[config.mk]
export PLATFORM = sky130hd
export DESIGN_NAME = gated_prescaled_timer
export DESIGN_NICKNAME = d
export VERILOG_FILES = /design/src/rtl/timer_pkg.sv /design/src/rtl/count_prescaler.sv /design/src/rtl/gated_prescaled_timer.sv
export SDC_FILE = /design/constraint.sdc
export NUM_CORES = 1
export LEC_CHECK = 0
export BUFFER_PORTS_ARGS = -buffer_cell sky130_fd_sc_hd__buf_2
export CAP_MARGIN = 20
export CORE_UTILIZATION = 53
export CTS_CLUSTER_SIZE = 14
export DETAILED_ROUTE_END_ITERATION = 8
export PLACE_DENSITY = 0.85
export SLEW_MARGIN = 20
export SYNTH_ARGS = -nofsm -noshare
export SYNTH_HDL_FRONTEND = slang
export SYNTH_SLANG_ARGS = --single-unit
[constraint.sdc]
create_clock -name pclk -period 2.38 [get_ports pclk]
set_input_delay 0.238 -clock pclk [delete_from_list [all_inputs] [get_ports pclk]]
set_output_delay 0.238 -clock pclk [all_outputs]
set_load 0.005 [all_outputs]
[src/rtl/timer_pkg.sv]
package timer_pkg;
	// ***********************************
	// Register map (byte addresses)
	// ***********************************
	localparam logic [7:0] CTRL_OFS   = 8'h00;
	localparam logic [7:0] COUNT_OFS  = 8'h04;
	localparam logic [7:0] PERIOD_OFS = 8'h08;
	localparam logic [7:0] STATUS_OFS = 8'h0c;
	localparam logic [7:0] MASK_OFS   = 8'h10;
	localparam logic [7:0] CONFIG_OFS = 8'h14;

	// ***********************************
	// Control register fields
	// ***********************************
	localparam int TIMER_ON_BIT   = 15;
	localparam int IDLE_STOP_BIT  = 13;
	localparam int GATE_EN_BIT    = 6;
	localparam int PRESCALE_LO    = 4;
	localparam int PAIR_WIDE_BIT  = 3;
	localparam int CLK_SOURCE_BIT = 1;
	localparam logic [15:0] CTRL_IMPL_MASK = 16'ha07a;
	localparam logic [15:0] CTRL_RESET     = 16'h0000;

	// ***********************************
	// Config, status and mask fields
	// ***********************************
	localparam int EXT_SYNC_BIT = 0;
	localparam int PRIO_LO      = 1;
	localparam int PRIO_HI      = 3;
	localparam logic [3:0] CONFIG_RESET = 4'h0;
	localparam int MATCH_BIT    = 0;
	localparam int GATE_BIT     = 1;
	localparam logic [1:0] STATUS_RESET = 2'h0;
	localparam logic [1:0] MASK_RESET   = 2'h0;

	// ***********************************
	// Prescaler terminal counts (ratio - 1)
	// ***********************************
	localparam logic [7:0] DIV1_LAST   = 8'h00;
	localparam logic [7:0] DIV8_LAST   = 8'h07;
	localparam logic [7:0] DIV64_LAST  = 8'h3f;
	localparam logic [7:0] DIV256_LAST = 8'hff;
	localparam logic [31:0] PERIOD_RESET = 32'hffffffff;
endpackage

[src/rtl/count_prescaler.sv]
`timescale 1ns/100ps
module count_prescaler
	import timer_pkg::*;
(
	input  wire logic       pclk,
	input  wire logic       presetn,
	input  wire logic       clear,
	input  wire logic       tick_in,
	input  wire logic [1:0] prescale_select,
	output logic            tick_out
);
	logic [7:0] div_count;
	logic [7:0] last;

	always_comb begin
		case (prescale_select)
			2'h0:    last = DIV1_LAST;
			2'h1:    last = DIV8_LAST;
			2'h2:    last = DIV64_LAST;
			default: last = DIV256_LAST;
		endcase
	end

	assign tick_out = tick_in && (div_count == last);

	always_ff @(posedge pclk or negedge presetn) begin
		if (!presetn) begin
			div_count <= 8'h00;
		end else if (clear || tick_out) begin
			div_count <= 8'h00;
		end else if (tick_in) begin
			div_count <= div_count + 8'h01;
		end
	end

	// Ratio changes only through a control write, which also clears the divider
	ps_ratio_a: assert property (@(posedge pclk) disable iff (!presetn)
		div_count <= last)
		else $error("prescaler ran past its terminal count");
endmodule // count_prescaler

[src/rtl/gated_prescaled_timer.sv]
// Notes on behaviour
// - Sixteen-bit up counter, interval or event use.
// - Timer, synchronous counter, asynchronous counter modes.
// - Keeps counting in Idle unless the idle-stop bit is set; in Sleep only as asynchronous counter.
// - Interrupt on period match or gate fall.
// - Timer-on bit starts and stops counting.
// - Two-bit field selects prescale ratio.
// - Clock source bit; gate-enable bit accumulates.
// - Sync bit chooses synchronised or asynchronous counting.
// - Counter compared with writable period register.
// - Interrupt forwarded when enabled, three-bit priority.
// - Gate enable ignored with external clock.
//
// The APB register port and the register offsets are this design's own decisions.
`timescale 1ns/100ps
module gated_prescaled_timer
	import timer_pkg::*;
(
	input  wire logic        pclk,
	input  wire logic        presetn,
	input  wire logic        psel,
	input  wire logic        penable,
	input  wire logic        pwrite,
	input  wire logic [7:0]  paddr,
	input  wire logic [31:0] pwdata,
	output logic [31:0]      prdata,
	output logic             pready,
	output logic             pslverr,
	input  wire logic        ext_clock_pin,
	input  wire logic        core_idle,
	input  wire logic        core_sleep,
	output logic             timer_irq,
	output logic [2:0]       timer_irq_priority
);
	// ***********************************
	// Registers and state
	// ***********************************
	logic [15:0] timer_control;
	logic [31:0] count;
	logic [31:0] period_value;
	logic [1:0]  irq_status;
	logic [1:0]  irq_mask;
	logic [3:0]  timer_config;
	logic        pin_meta;
	logic        pin_sync;
	logic        pin_last;

	logic        timer_on;
	logic        idle_stop;
	logic        gate_accumulate_enable;
	logic [1:0]  prescale_select;
	logic        pair_wide_mode;
	logic        clock_source_select;
	logic        external_sync_select;
	logic        access_phase;
	logic        wr_ctrl;
	logic        wr_count;
	logic        wr_period;
	logic        wr_status;
	logic        wr_mask;
	logic        wr_config;
	logic        pin_rise;
	logic        pin_fall;
	logic        gated_mode;
	logic        running;
	logic        raw_tick;
	logic        count_tick;
	logic        match_now;
	logic        gate_event;
	logic [31:0] next_count;
	logic [31:0] read_value;
	logic        read_hit;

	// ***********************************
	// Field decode
	// ***********************************
	assign timer_on               = timer_control[TIMER_ON_BIT];
	assign idle_stop              = timer_control[IDLE_STOP_BIT];
	assign gate_accumulate_enable = timer_control[GATE_EN_BIT];
	assign prescale_select        = timer_control[PRESCALE_LO +: 2];
	assign pair_wide_mode         = timer_control[PAIR_WIDE_BIT];
	assign clock_source_select    = timer_control[CLK_SOURCE_BIT];
	assign external_sync_select   = timer_config[EXT_SYNC_BIT];

	function automatic logic hit(input logic [7:0] ofs);
		hit = access_phase && pwrite && (paddr == ofs);
	endfunction

	assign access_phase = psel && penable && pready;
	assign wr_ctrl      = hit(CTRL_OFS);
	assign wr_count     = hit(COUNT_OFS);
	assign wr_period    = hit(PERIOD_OFS);
	assign wr_status    = hit(STATUS_OFS);
	assign wr_mask      = hit(MASK_OFS);
	assign wr_config    = hit(CONFIG_OFS);

	// ***********************************
	// Pin synchroniser
	// ***********************************
	// The pin serves as count clock or gate. Both counter modes see it
	// through the same two flops; the asynchronous mode differs only in
	// that it keeps counting while the core sleeps.
	always_ff @(posedge pclk or negedge presetn) begin
		if (!presetn) begin
			pin_meta <= 1'b0;
			pin_sync <= 1'b0;
			pin_last <= 1'b0;
		end else begin
			pin_meta <= ext_clock_pin;
			pin_sync <= pin_meta;
			pin_last <= pin_sync;
		end
	end

	assign pin_rise = pin_sync && !pin_last;
	assign pin_fall = !pin_sync && pin_last;

	// ***********************************
	// Count source and run control
	// ***********************************
	assign gated_mode = gate_accumulate_enable && !clock_source_select;

	always_comb begin
		if (clock_source_select) begin
			raw_tick = pin_rise;
		end else if (gated_mode) begin
			raw_tick = pin_sync;
		end else begin
			raw_tick = 1'b1;
		end
	end

	// Sleep stops the internal clock, so only the asynchronous counter
	// carries on there; Idle obeys the idle-stop bit.
	always_comb begin
		running = timer_on;
		if (core_idle && idle_stop) begin
			running = 1'b0;
		end
		if (core_sleep && !(clock_source_select && !external_sync_select)) begin
			running = 1'b0;
		end
	end

	count_prescaler u_prescaler (
		.pclk            (pclk),
		.presetn         (presetn),
		.clear           (wr_ctrl || !timer_on),
		.tick_in         (raw_tick && running),
		.prescale_select (prescale_select),
		.tick_out        (count_tick)
	);

	// ***********************************
	// Counter and period match
	// ***********************************
	always_comb begin
		if (pair_wide_mode) begin
			match_now  = (count == period_value);
			next_count = count + 32'h1;
		end else begin
			match_now  = (count[15:0] == period_value[15:0]);
			next_count = {16'h0, count[15:0] + 16'h1};
		end
	end

	always_ff @(posedge pclk or negedge presetn) begin
		if (!presetn) begin
			count <= 32'h0;
		end else if (wr_count) begin
			count <= pair_wide_mode ? pwdata : {16'h0, pwdata[15:0]};
		end else if (count_tick) begin
			count <= match_now ? 32'h0 : next_count;
		end else if (!pair_wide_mode) begin
			count[31:16] <= 16'h0;
		end
	end

	always_ff @(posedge pclk or negedge presetn) begin
		if (!presetn) begin
			period_value <= PERIOD_RESET;
		end else if (wr_period) begin
			period_value <= pwdata;
		end
	end

	// ***********************************
	// Control and config registers
	// ***********************************
	always_ff @(posedge pclk or negedge presetn) begin
		if (!presetn) begin
			timer_control <= CTRL_RESET;
		end else if (wr_ctrl) begin
			timer_control <= pwdata[15:0] & CTRL_IMPL_MASK;
		end
	end

	always_ff @(posedge pclk or negedge presetn) begin
		if (!presetn) begin
			timer_config <= CONFIG_RESET;
		end else if (wr_config) begin
			timer_config <= pwdata[3:0];
		end
	end

	// ***********************************
	// Interrupt status, mask and output
	// ***********************************
	// A gate fall ends an accumulation window; only counted while running.
	assign gate_event = gated_mode && running && pin_fall;

	// Hardware set wins over a same-cycle write-one clear.
	always_ff @(posedge pclk or negedge presetn) begin
		if (!presetn) begin
			irq_status <= STATUS_RESET;
		end else begin
			irq_status[MATCH_BIT] <= (count_tick && match_now)
				|| (irq_status[MATCH_BIT] && !(wr_status && pwdata[MATCH_BIT]));
			irq_status[GATE_BIT] <= gate_event
				|| (irq_status[GATE_BIT] && !(wr_status && pwdata[GATE_BIT]));
		end
	end

	always_ff @(posedge pclk or negedge presetn) begin
		if (!presetn) begin
			irq_mask <= MASK_RESET;
		end else if (wr_mask) begin
			irq_mask <= pwdata[1:0];
		end
	end

	always_ff @(posedge pclk or negedge presetn) begin
		if (!presetn) begin
			timer_irq          <= 1'b0;
			timer_irq_priority <= 3'h0;
		end else begin
			timer_irq          <= |(irq_status & irq_mask);
			timer_irq_priority <= timer_config[PRIO_HI:PRIO_LO];
		end
	end

	// ***********************************
	// APB slave
	// ***********************************
	// Answer is prepared in the setup cycle so every access finishes
	// in its first access cycle with no wait state.
	always_comb begin
		read_hit = 1'b1;
		case (paddr)
			CTRL_OFS:   read_value = {16'h0, timer_control & CTRL_IMPL_MASK};
			COUNT_OFS:  read_value = count;
			PERIOD_OFS: read_value = period_value;
			STATUS_OFS: read_value = {30'h0, irq_status};
			MASK_OFS:   read_value = {30'h0, irq_mask};
			CONFIG_OFS: read_value = {28'h0, timer_config};
			default: begin
				read_value = 32'h0;
				read_hit   = 1'b0;
			end
		endcase
	end

	always_ff @(posedge pclk or negedge presetn) begin
		if (!presetn) begin
			pready  <= 1'b0;
			pslverr <= 1'b0;
			prdata  <= 32'h0;
		end else begin
			pready  <= psel && !penable;
			pslverr <= psel && !penable && !read_hit;
			prdata  <= (psel && !penable && !pwrite) ? read_value : 32'h0;
		end
	end

	// ***********************************
	// Checks
	// ***********************************
	off_hold_a: assert property (@(posedge pclk) disable iff (!presetn)
		!timer_on && !wr_count && !$past(wr_ctrl) |=> $stable(count[15:0]))
		else $error("counter moved while timer was off");

	idle_stop_a: assert property (@(posedge pclk) disable iff (!presetn)
		core_idle && idle_stop && !wr_count |=> $stable(count[15:0]))
		else $error("counter moved in idle with idle stop set");

	match_wrap_a: assert property (@(posedge pclk) disable iff (!presetn)
		count_tick && match_now && !wr_count |=> count == 32'h0)
		else $error("counter did not clear after period match");

	match_flag_a: assert property (@(posedge pclk) disable iff (!presetn)
		count_tick && match_now |=> irq_status[MATCH_BIT] ##1 $past(irq_status[MATCH_BIT]))
		else $error("period match did not set its flag");

	gate_ext_a: assert property (@(posedge pclk) disable iff (!presetn)
		$rose(irq_status[GATE_BIT]) |-> $past(!clock_source_select && pin_fall))
		else $error("gate flag set without an internal-clock gate fall");

	irq_level_a: assert property (@(posedge pclk) disable iff (!presetn)
		|(irq_status & irq_mask) |=> timer_irq ##1 1'b1)
		else $error("unmasked status did not raise the interrupt");

	irq_masked_a: assert property (@(posedge pclk) disable iff (!presetn)
		(irq_status & irq_mask) == 2'h0 |=> !timer_irq)
		else $error("interrupt raised with nothing unmasked");

	ctrl_rsvd_a: assert property (@(posedge pclk) disable iff (!presetn)
		(timer_control & ~CTRL_IMPL_MASK) == 16'h0)
		else $error("unimplemented control bit held a one");

	narrow_top_a: assert property (@(posedge pclk) disable iff (!presetn)
		!pair_wide_mode && !wr_ctrl [*2] |=> count[31:16] == 16'h0)
		else $error("upper count half live in 16-bit mode");
endmodule // gated_prescaled_timer

After elaboration in Yosys (flattened, before gate mapping)
Index checks and enable logic that the tools add are counted.
{"block": "word_totals", "ff_bits": 128, "latch_bits": 0, "mem_bits_rw": 0, "romBits": 0, "output_inout_bits": 38, "wordCells": 97, "memories": 0}
{"block": "classes", "n_addsub": 3, "multipliers": 0, "div_mod_pow": 0, "order_cmp": 0, "n_eq_ne": 11, "n_shift": 0, "muxes": 18, "bitwise_logic": 1, "n_reduce_logical": 48}
{"cell": "$pmux 32 s6", "count": 1}
{"cell": "$mux 32", "count": 5}
{"cell": "$mux 16", "count": 3}
{"cell": "$add 32x1->32 const B", "count": 1}
{"cell": "$eq 32x32->1", "count": 1}
{"cell": "$logic_and 1x1->1", "count": 27}
{"cell": "$pmux 8 s3", "count": 1}
{"cell": "$add 16x1->16 const B", "count": 1}
{"cell": "$eq 16x16->1", "count": 1}
{"cell": "$eq 8x4->1 const B", "count": 2}
{"cell": "$eq 8x5->1 const B", "count": 2}
{"cell": "$mux 8", "count": 2}
{"cell": "$logic_not 1->1", "count": 11}
{"cell": "$add 8x1->8 const B", "count": 1}
{"cell": "$eq 8x3->1 const B", "count": 1}
{"cell": "$eq 8x8->1", "count": 1}
{"cell": "$logic_not 8->1", "count": 1}
{"cell": "$mux 1", "count": 6}
{"cell": "$reduce_or 6->1", "count": 1}
{"cell": "$logic_or 1x1->1", "count": 4}
{"cell": "$reduce_bool 2->1", "count": 2}
{"cell": "$ne 3x1->1 const B", "count": 1}
{"cell": "$and 2x2->2", "count": 1}
{"cell": "$eq 2x1->1 const B", "count": 1}
{"cell": "3 further kinds", "count": 3}

Logic depth before layout (Yosys ltp)
Gate-level depths: netlist of the first run.
{"block": "depth", "depth_word": 9, "mapped_depth": 9, "ltp_nobuf": 7}

By module
Synthesis of the first run repeated with hierarchy kept, for this count alone.
{"block": "unflattened", "cells_unflattened": 635, "area_unflattened_um2": 6561.3}
{"module": "gated_prescaled_timer", "n_inst": 1, "cells_per_inst": 591, "area_each_um2": 6109.6, "seq_area_each_um2": 3042.9}
{"module": "count_prescaler", "n_inst": 1, "cells_per_inst": 44, "area_each_um2": 451.7, "seq_area_each_um2": 200.2}

Worst setup path after synthesis of the first run
No wires, ideal clock.
{"block": "synth_timing", "kind": "flip-flop to flip-flop", "from": "register timer_control[5]", "to": "register count[30]", "arrival_time_ps": 2193, "t_required_ps": 2298, "path_slack_ps": 105, "path_stages_with_launch": 8, "cell_sequence": "dfrtp_1 -> or4_4 -> a22oi_4 -> nand4_4 -> a2111oi_4 -> buf_6 -> o21ai_1 -> a22oi_2"}
{"block": "synth_via", "elab_chain_len": 6, "word_cells_on_any_way": 9, "classes_between": "eq/ne (4); mux (3); reduce/logical (2)"}
{"item": "from (decl)", "line_no": "gated_prescaled_timer.sv:38", "text": "logic [15:0] timer_control;"}
{"item": "from (signal assigned)", "line_no": "gated_prescaled_timer.sv:194", "text": "timer_control <= pwdata[15:0] & CTRL_IMPL_MASK;"}
{"item": "$eq 2x2->1 (tied with other cells)", "line_no": "count_prescaler.sv:16", "text": "case (prescale_select)"}
{"item": "$pmux 8 s3 *", "line_no": "count_prescaler.sv:16"}
{"item": "$eq 8x8->1 *", "line_no": "count_prescaler.sv:24", "text": "assign tick_out = tick_in && (div_count == last);"}
{"item": "$logic_and 1x1->1 *", "line_no": "count_prescaler.sv:24"}
{"item": "$mux 16", "line_no": "gated_prescaled_timer.sv:172", "text": "end else if (count_tick) begin"}
{"item": "$mux 32", "line_no": "gated_prescaled_timer.sv:170", "text": "end else if (wr_count) begin"}
{"item": "to (signal assigned)", "line_no": "gated_prescaled_timer.sv:171", "text": "count <= pair_wide_mode ? pwdata : {16'h0, pwdata[15:0]};"}
{"item": "to (signal assigned)", "line_no": "gated_prescaled_timer.sv:173", "text": "count <= match_now ? 32'h0 : next_count;"}
{"item": "to (decl)", "line_no": "gated_prescaled_timer.sv:39", "text": "logic [31:0] count;"}
Every way passes the cells marked *; elsewhere a longest branch is shown, timed or not.
A chain may end at the register's enable or synchronous reset.

Worst setup path in the final report of the first run
Same ends and word-level chain as after synthesis.

==> summary.md, run 1 <==
| Metric | Value |
|---|---|
| Status | completed |
| Final setup fails | 0 |
| Hold_ws | 0.0584 ns |
| Worst path depth | 6 |
| Root buffer cell | clkbuf_16 |
| R2R depth | 6 |
| Share of layout cells above drive strength 1 | 0.334 |
| Ports | 86 |
| Warning count from the yosys run | 0 |
| Post-CTS Setup Bufs | 0 |
| Dpl hpwl | 12.2 mm |
| Area fraction of the dominant cell type after synthesis | 0.355 |
| First-pass GRT wire length | 29.4 mm |
| Delay-heaviest family, CP | simple AND/OR/NAND/NOR gates |
| GRT Overall Usage | 0.294 |
| Min-delay worst type | in2reg |
| Cell variety after synth | 63 |
| Commonest cells post-synth | 96 x dfrtp_1, 78 x nor2_1, 47 x mux2_2 |
| Crit path largest cell delay | 0.57 ns |
| Leak pwr | 3.48 nW |
| # rows | 40 |
| Clk Latency, worst-skew pair | 0.43 ns |
| Post-Syn Area | 6760 um^2 |
| Inserted Diodes | 0 |
| Least-Margin Pin Slew | 0.494 ns |
| CP Max Fanout | 7 |
| Pin count of the biggest net entering global routing | 77 |
| GPL Wtd Cong | 0.920 |
| Fmax | 436 MHz |
| CTS H-tree lvls | 4 |
| Starting Density | 0.554 |
| Clk_skew | 0.0104 ns |
| Post-layout minimum cycle time | 2.29 ns |
| Critical Path RT | 2.73 ns |
| Vias in the first global route | 5868 |
| Post-synth ARST share | 1.00 |
| Syn Nets | 729 |
| Remaining antenna violation count | 0 |
| # nets final | 822 |
| Gr ovfl total | 0 |
| Core Area | 12200 um^2 |
| Vias per inst | 6.23 |
| Die ar. | 13200 um^2 |
| Drt drc | 0 |
| Register area share after synthesis | 0.480 |
| WHS Path Cells | 3 |
| Slew margin rel. | 0.671 |
| PD cells | 672 nW/um^2 |
| RSZ-0062 raised after global routing | no |
| FF-to-FF setup slack | 0.09 ns |
| Yosys reg bits | 128 |
| TritonCTS clock tree | yes |
| Most frequent cell after synthesis | dfrtp_1 |
| Final setup TNS | 0 ns |
| FF-to-FF End | count[30] |
| Final Routed Wirelength | 18.0 mm |
| Max VDD drop | 0.473 mV |
| Worst EP arrival | 2.65 ns |
| Clock tree buffer depth | 2 |
| Critical path origin | timer_control[5] |
| Cell Chain, Critical Path | or4_4, a22oi_4, and4_2, nor3_2, or3_1, a22oi_2 |
| Top post-synthesis cells by area | dfrtp_1 36%, dfstp_2 12%, mux2_2 7.8% |
| Wire length per cell | 18.9 um |
| Max cap viols | 0 |
| CP endpoint kind | register |
| Final Hold Vio Count | 0 |
| Final Cycle Share | 0.964 |
| Routed via count | 5936 |
| CP startpoint kind | register |
| Slew Viols, Final | 0 |
| Gate Count Post-Synth | 679 |
| Pre-antenna DRT Iters | 6 |
| WP buf/inv | 0 |
| Synth Area per Inst | 9.96 um^2 |
| Total clock sinks | 128 |
| Synthesis-to-layout area growth | 20.4% |
| Starting DRT DRC Count | 544 |
| Biggest area consumer among synthesized cells | dfrtp_1 |
| Ys flop type | dfrtp_1 |
| Worst setup path end | count[30] |
| Antenna violations before repair | 0 |
| Fillers | 953 |
| Worst-path clk slew | 0.06 ns |
| EDFF count, synth | 0 |
| Buffers added on ports | 85 |
| CTS Buf Count | 17 |
| Worst Setup Path Type | reg2reg |
| Die height | 115 um |
| Critical R2R Launch | timer_control[5] |
| Slowest CP cell | or4_4 |
| Die width | 115 um |
final cells by class:
cell class	instances	area, um^2	share of cell area
Clock buffer	21	460	0.0566
Inverter	10	37.5	0.00461
Timing Repair Buffer	125	759	0.0933
Multi-Input combinational cell	490	3310	0.407
Clock inverter	11	114	0.0140
Tap cell	168	210	0.0258
Sequential cell	128	3240	0.399
worst min path at each step:
stage	from	to	slack, ns
after CTS	pwdata[11]	count[11]	0.05
after detailed placement	presetn	prdata[2]	0.12
after global placement	presetn	prdata[2]	0.12
after global routing	pwdata[8]	period_value[8]	0.07
final	pwdata[11]	count[11]	0.06
after floorplan	presetn	count[0]	-0.06
metal layers:
metal / share of wire / global-route usage / vias up
met5: 0 / 0 / -
met4: 0.026 / 0.151 / 0
met3: 0.079 / 0.0727 / 45
met2: 0.49 / 0.464 / 315
met1: 0.41 / 0.377 / 2934
li1: - / - / 2642
stage by stage:
step | instances | worst slack [ns] | utilization | instance area (um^2) | total power (W)
CTS | 953 | 0.0160 | 0.663 | 8100 | 0.00548
global route | 953 | 0.00444 | 0.666 | 8140 | 0.00564
detailed placement | 918 | -0.0864 | 0.613 | 7490 | 0.00296
floorplan | 679 | 0.105 | - | 6760 | 0.00271
global placement | 918 | 0.0461 | 0.613 | 7490 | 0.00293
finish | 953 | 0.0855 | 0.666 | 8140 | 0.00547
cells by family after synthesis:
group                      after synthesis  share of synthesized area
xor gates and xnor gates                39                     0.0505
adders and majority gates                2                    0.00370
muxes                                   54                     0.0886
DFF                                    128                      0.480
and+or+nand+nor                        247                      0.188
buffers and inverters                   61                     0.0357
AOI/OAI and AO/OA                      148                      0.154
where the power goes:
group | total [W] | internal [W] | switching, W
Clock | 0.00253 | 0.00158 | 0.000947
Combinational | 0.000608 | 0.000255 | 0.000353
Sequential | 0.00233 | 0.00224 | 0.0000870
cells in the final DEF, fill, tap and decap left out, drive strengths merged, types with 4 or more instances in the layout:
master,count
a21oi,41
a221oi,5
a22oi,29
a2bb2oi,4
a31oi,9
and2,4
and3,17
and4,4
buf,122
clkbuf,21
clkinv,7
dfrtp,96
dfstp,32
inv,10
mux2,47
mux2i,7
nand2,45
nand2b,5
nand3,26
nand4,24
nand4b,5
nor2,78
nor2b,4
nor3,7
nor3b,5
nor4,8
o21ai,34
or2,4
or3,5
xnor2,33
xor2,6
tightest hold or removal path, cell delays in order:
cell and delay (ns):
buf_2 0.09, nand2_1 0.04, o211ai_1 0.07
sequential cells by signal (all words and copies together) (netlist names), 2 cells and up:
signal                 cells
irq_status                 2
count                     32
prdata                    32
u_prescaler.div_count      8
timer_config               4
irq_mask                   2
period_value              32
timer_control              7
timer_irq_priority         3
what timing repair did:
action                                  CTS  global route
hold buffers                              3             0
pin swaps                                 0             1
resized for setup                         2            10
endpoints found under the setup margin   12            15
endpoints found under the hold margin    16             0
Note: power is estimated with default switching activity, not from simulation.
==> run 2: changes to the inputs <==
--- a/config.mk
+++ b/config.mk
@@ -10,6 +10,7 @@
 export CORE_UTILIZATION = 53
 export CTS_CLUSTER_SIZE = 14
 export DETAILED_ROUTE_END_ITERATION = 8
+export HOLD_SLACK_MARGIN = 0.06
 export PLACE_DENSITY = 0.85
 export SLEW_MARGIN = 20
 export SYNTH_ARGS = -nofsm -noshare
==> run 2 against run 1 <==
Effect of this change: clock power about the same; combinational power increased by 1%; register-to-register slack barely moved; non-clock buffer count is 4 higher.
==> summary.md, run 2 (same netlist as run 1, synthesis figures left out) <==
| Metric | Value |
|---|---|
| Gr ovfl total | 0 (unchanged) |
| First-pass GRT wire length | 29.4 mm (about the same) |
| Multi-input gate area | 3310 um^2 (unchanged) |
| Die width | 115 um (unchanged) |
| Wire length per cell | 18.9 um (about the same) |
| Worst Setup Path Type | reg2reg |
| Worst EP arrival | 2.66 ns (about the same) |
| # nets final | 826 (+0.49%) |
| Starting Density | 0.554 (unchanged) |
| GRT Overall Usage | 0.294 (about the same) |
| Max VDD drop | 0.479 mV (+1.3%) |
| Critical Path RT | 2.74 ns (about the same) |
| Combinational power share | 0.112 (about the same) |
| Leak pwr | 3.49 nW (+0.48%) |
| CP endpoint kind | register |
| Pin count of the biggest net entering global routing | 77 (unchanged) |
| Root buffer cell | clkbuf_16 |
| TritonCTS clock tree | yes |
| Most frequent cells in the layout | 95 x dfrtp_1, 84 x buf_2, 78 x nor2_1 |
| # rows | 40 (unchanged) |
| PD cells | 669 nW/um^2 (-0.44%) |
| Clk_skew | 0.00860 ns (-0.00184 ns) |
| Min-delay worst type | in2reg |
| Total clock sinks | 128 (unchanged) |
| Most common cell after layout, fill and taps aside | dfrtp_1 |
| Pre-CTS setup slack | -0.0864 ns (unchanged) |
| Hold Path Sink | period_value[14] |
| Total Power Consumption | 0.00547 W (about the same) |
| Die height | 115 um (unchanged) |
| CP Max Fanout | 7 (unchanged) |
| Final Cycle Share | 0.968 (+0.00364) |
| RSZ-0062 raised after global routing | no |
| Clk pwr share | 0.462 (about the same) |
| Critical R2R Launch | timer_control[5] |
| CP startpoint kind | register |
| FF-to-FF End | count[30] |
| Vias in the first global route | 5874 (+0.10%) |
| Fillers | 949 (-0.42%) |
| CTS Buf Count | 17 (unchanged) |
| Slew margin rel. | 0.671 (about the same) |
| PnR worst setup slack | 0.0768 ns (-0.00866 ns) |
| Pre-antenna DRT Iters | 5 (-1) |
| WHS Path Cells | 3 (unchanged) |
| Final Hold Vio Count | 0 (unchanged) |
| Fmax | 434 MHz (-0.38%) |
| Remaining antenna violation count | 0 (unchanged) |
| Sequential share of power | 0.426 (about the same) |
| FF-to-FF setup slack | 0.08 ns (about the same) |
| Max cap viols | 0 (unchanged) |
| CTS H-tree lvls | 4 (unchanged) |
| Worst-path clk slew | 0.06 ns (about the same) |
| Core Area | 12200 um^2 (unchanged) |
| R2R depth | 6 (unchanged) |
| Final setup fails | 0 (unchanged) |
| Status | completed |
| Dpl hpwl | 12.2 mm (unchanged) |
| Storage element area | 3240 um^2 (unchanged) |
| Share of layout cells above drive strength 1 | 0.332 (-0.00169) |
| Clk Latency, worst-skew pair | 0.44 ns (about the same) |
| Final Cell Area | 8180 um^2 (+0.49%) |
| Slew Viols, Final | 0 (unchanged) |
| Inserted Diodes | 0 (unchanged) |
| Final Core Density | 0.670 (+0.00328) |
| Sw Share | 0.253 (-0.000296) |
| Post-CTS Setup Bufs | 0 (unchanged) |
| Die ar. | 13200 um^2 (unchanged) |
| Cell Count Post-Placement | 918 (unchanged) |
| Starting DRT DRC Count | 597 (+9.7%) |
| DP Area | 7490 um^2 (unchanged) |
| Finished Layout Cells | 957 (+0.42%) |
| Drt drc | 0 (unchanged) |
| Largest registers | count: 32 flops, period_value: 32 flops, prdata: 32 flops |
| Routed via count | 5920 (-0.27%) |
| Hold wc startpoint | pwdata[14] |
| Vias per inst | 6.19 (-0.69%) |
| Least-Margin Pin Slew | 0.494 ns (+0.0000970 ns) |
| GPL Wtd Cong | 0.920 (unchanged) |
| Sw power | 0.00139 W (about the same) |
| Ports | 86 (unchanged) |
| Clock tree buffer depth | 2 (unchanged) |
| Final Routed Wirelength | 18.1 mm (+0.44%) |
| Buffers added on ports | 85 (unchanged) |
| P_int | 0.00408 W (about the same) |
| Antenna violations before repair | 0 (unchanged) |
| Synthesis-to-layout area growth | 20.9% |
| Post-layout minimum cycle time | 2.30 ns (+0.00866 ns) |
run 2: cell count changes in the layout (fill, tap and decap cells not counted), sizes merged:
cell         before  now
dlygate4sd3       3    7
run 2: power by group through the flow:
stage	sequential (W)	clock, W	combinational, W
after CTS	0.00232	0.00255	0.000609
after floorplan	0.00230	0	0.000409
final	0.00233	0.00253	0.000614
after detailed placement	0.00236	0	0.000597
after global routing	0.00234	0.00264	0.000668
after global placement	0.00236	0	0.000577
run 2: cell type report:
cell class,count,share of cell area
repair buffers,129,0.0978
multi-input cells,490,0.405
well taps,168,0.0257
inverters,10,0.00459
flip-flops and latches,128,0.397
clock buffers,21,0.0563
clock inverters,11,0.0139
run 2: repair_timing:
item / CTS / global route
hold buffers: 7 / 0
setup endpoints to repair: 12 / 15
hold endpoints to repair: 44 / 0
pin swaps: 0 / 1
gates cloned: 0 / 0
resized for setup: 2 / 10
run 2: worst max path at each step:
stage               cells after the start   endpoint                startpoint
floorplan                               7  count[30]          timer_control[5]
CTS                                     6  count[31]  u_prescaler.div_count[2]
finish                                  6  count[30]          timer_control[5]
global placement                        7  count[26]          timer_control[5]
global route                            6  count[30]          timer_control[5]
detailed placement                      6  count[17]          timer_control[5]
run 2: per-layer routing:
layer | up-vias | global-route usage | part of all wire | routed length [um]
li1 | 2655 | - | - | -
met1 | 2924 | 0.378 | 0.41 | 7410
met2 | 294 | 0.464 | 0.48 | 8730
met3 | 47 | 0.0722 | 0.081 | 1460
met4 | 0 | 0.151 | 0.027 | 480
met5 | - | 0 | 0 | 0
run 2: metrics by stage:
step / setup TNS (ns) / hold WS, ns
floorplan: 0 / -0.0576
finish: 0 / 0.0661
detailed placement: -0.317 / 0.123
global route: 0 / 0.0664
global placement: 0 / 0.119
CTS: 0 / 0.0618
run 2: worst max-delay path, cell delays in order (launching register included):
cell and delay (ns):
dfrtp_1 0.44, or4_4 0.57, a22oi_4 0.23, and4_2 0.33, nor3_2 0.12, or3_1 0.35
a22oi_2 0.18
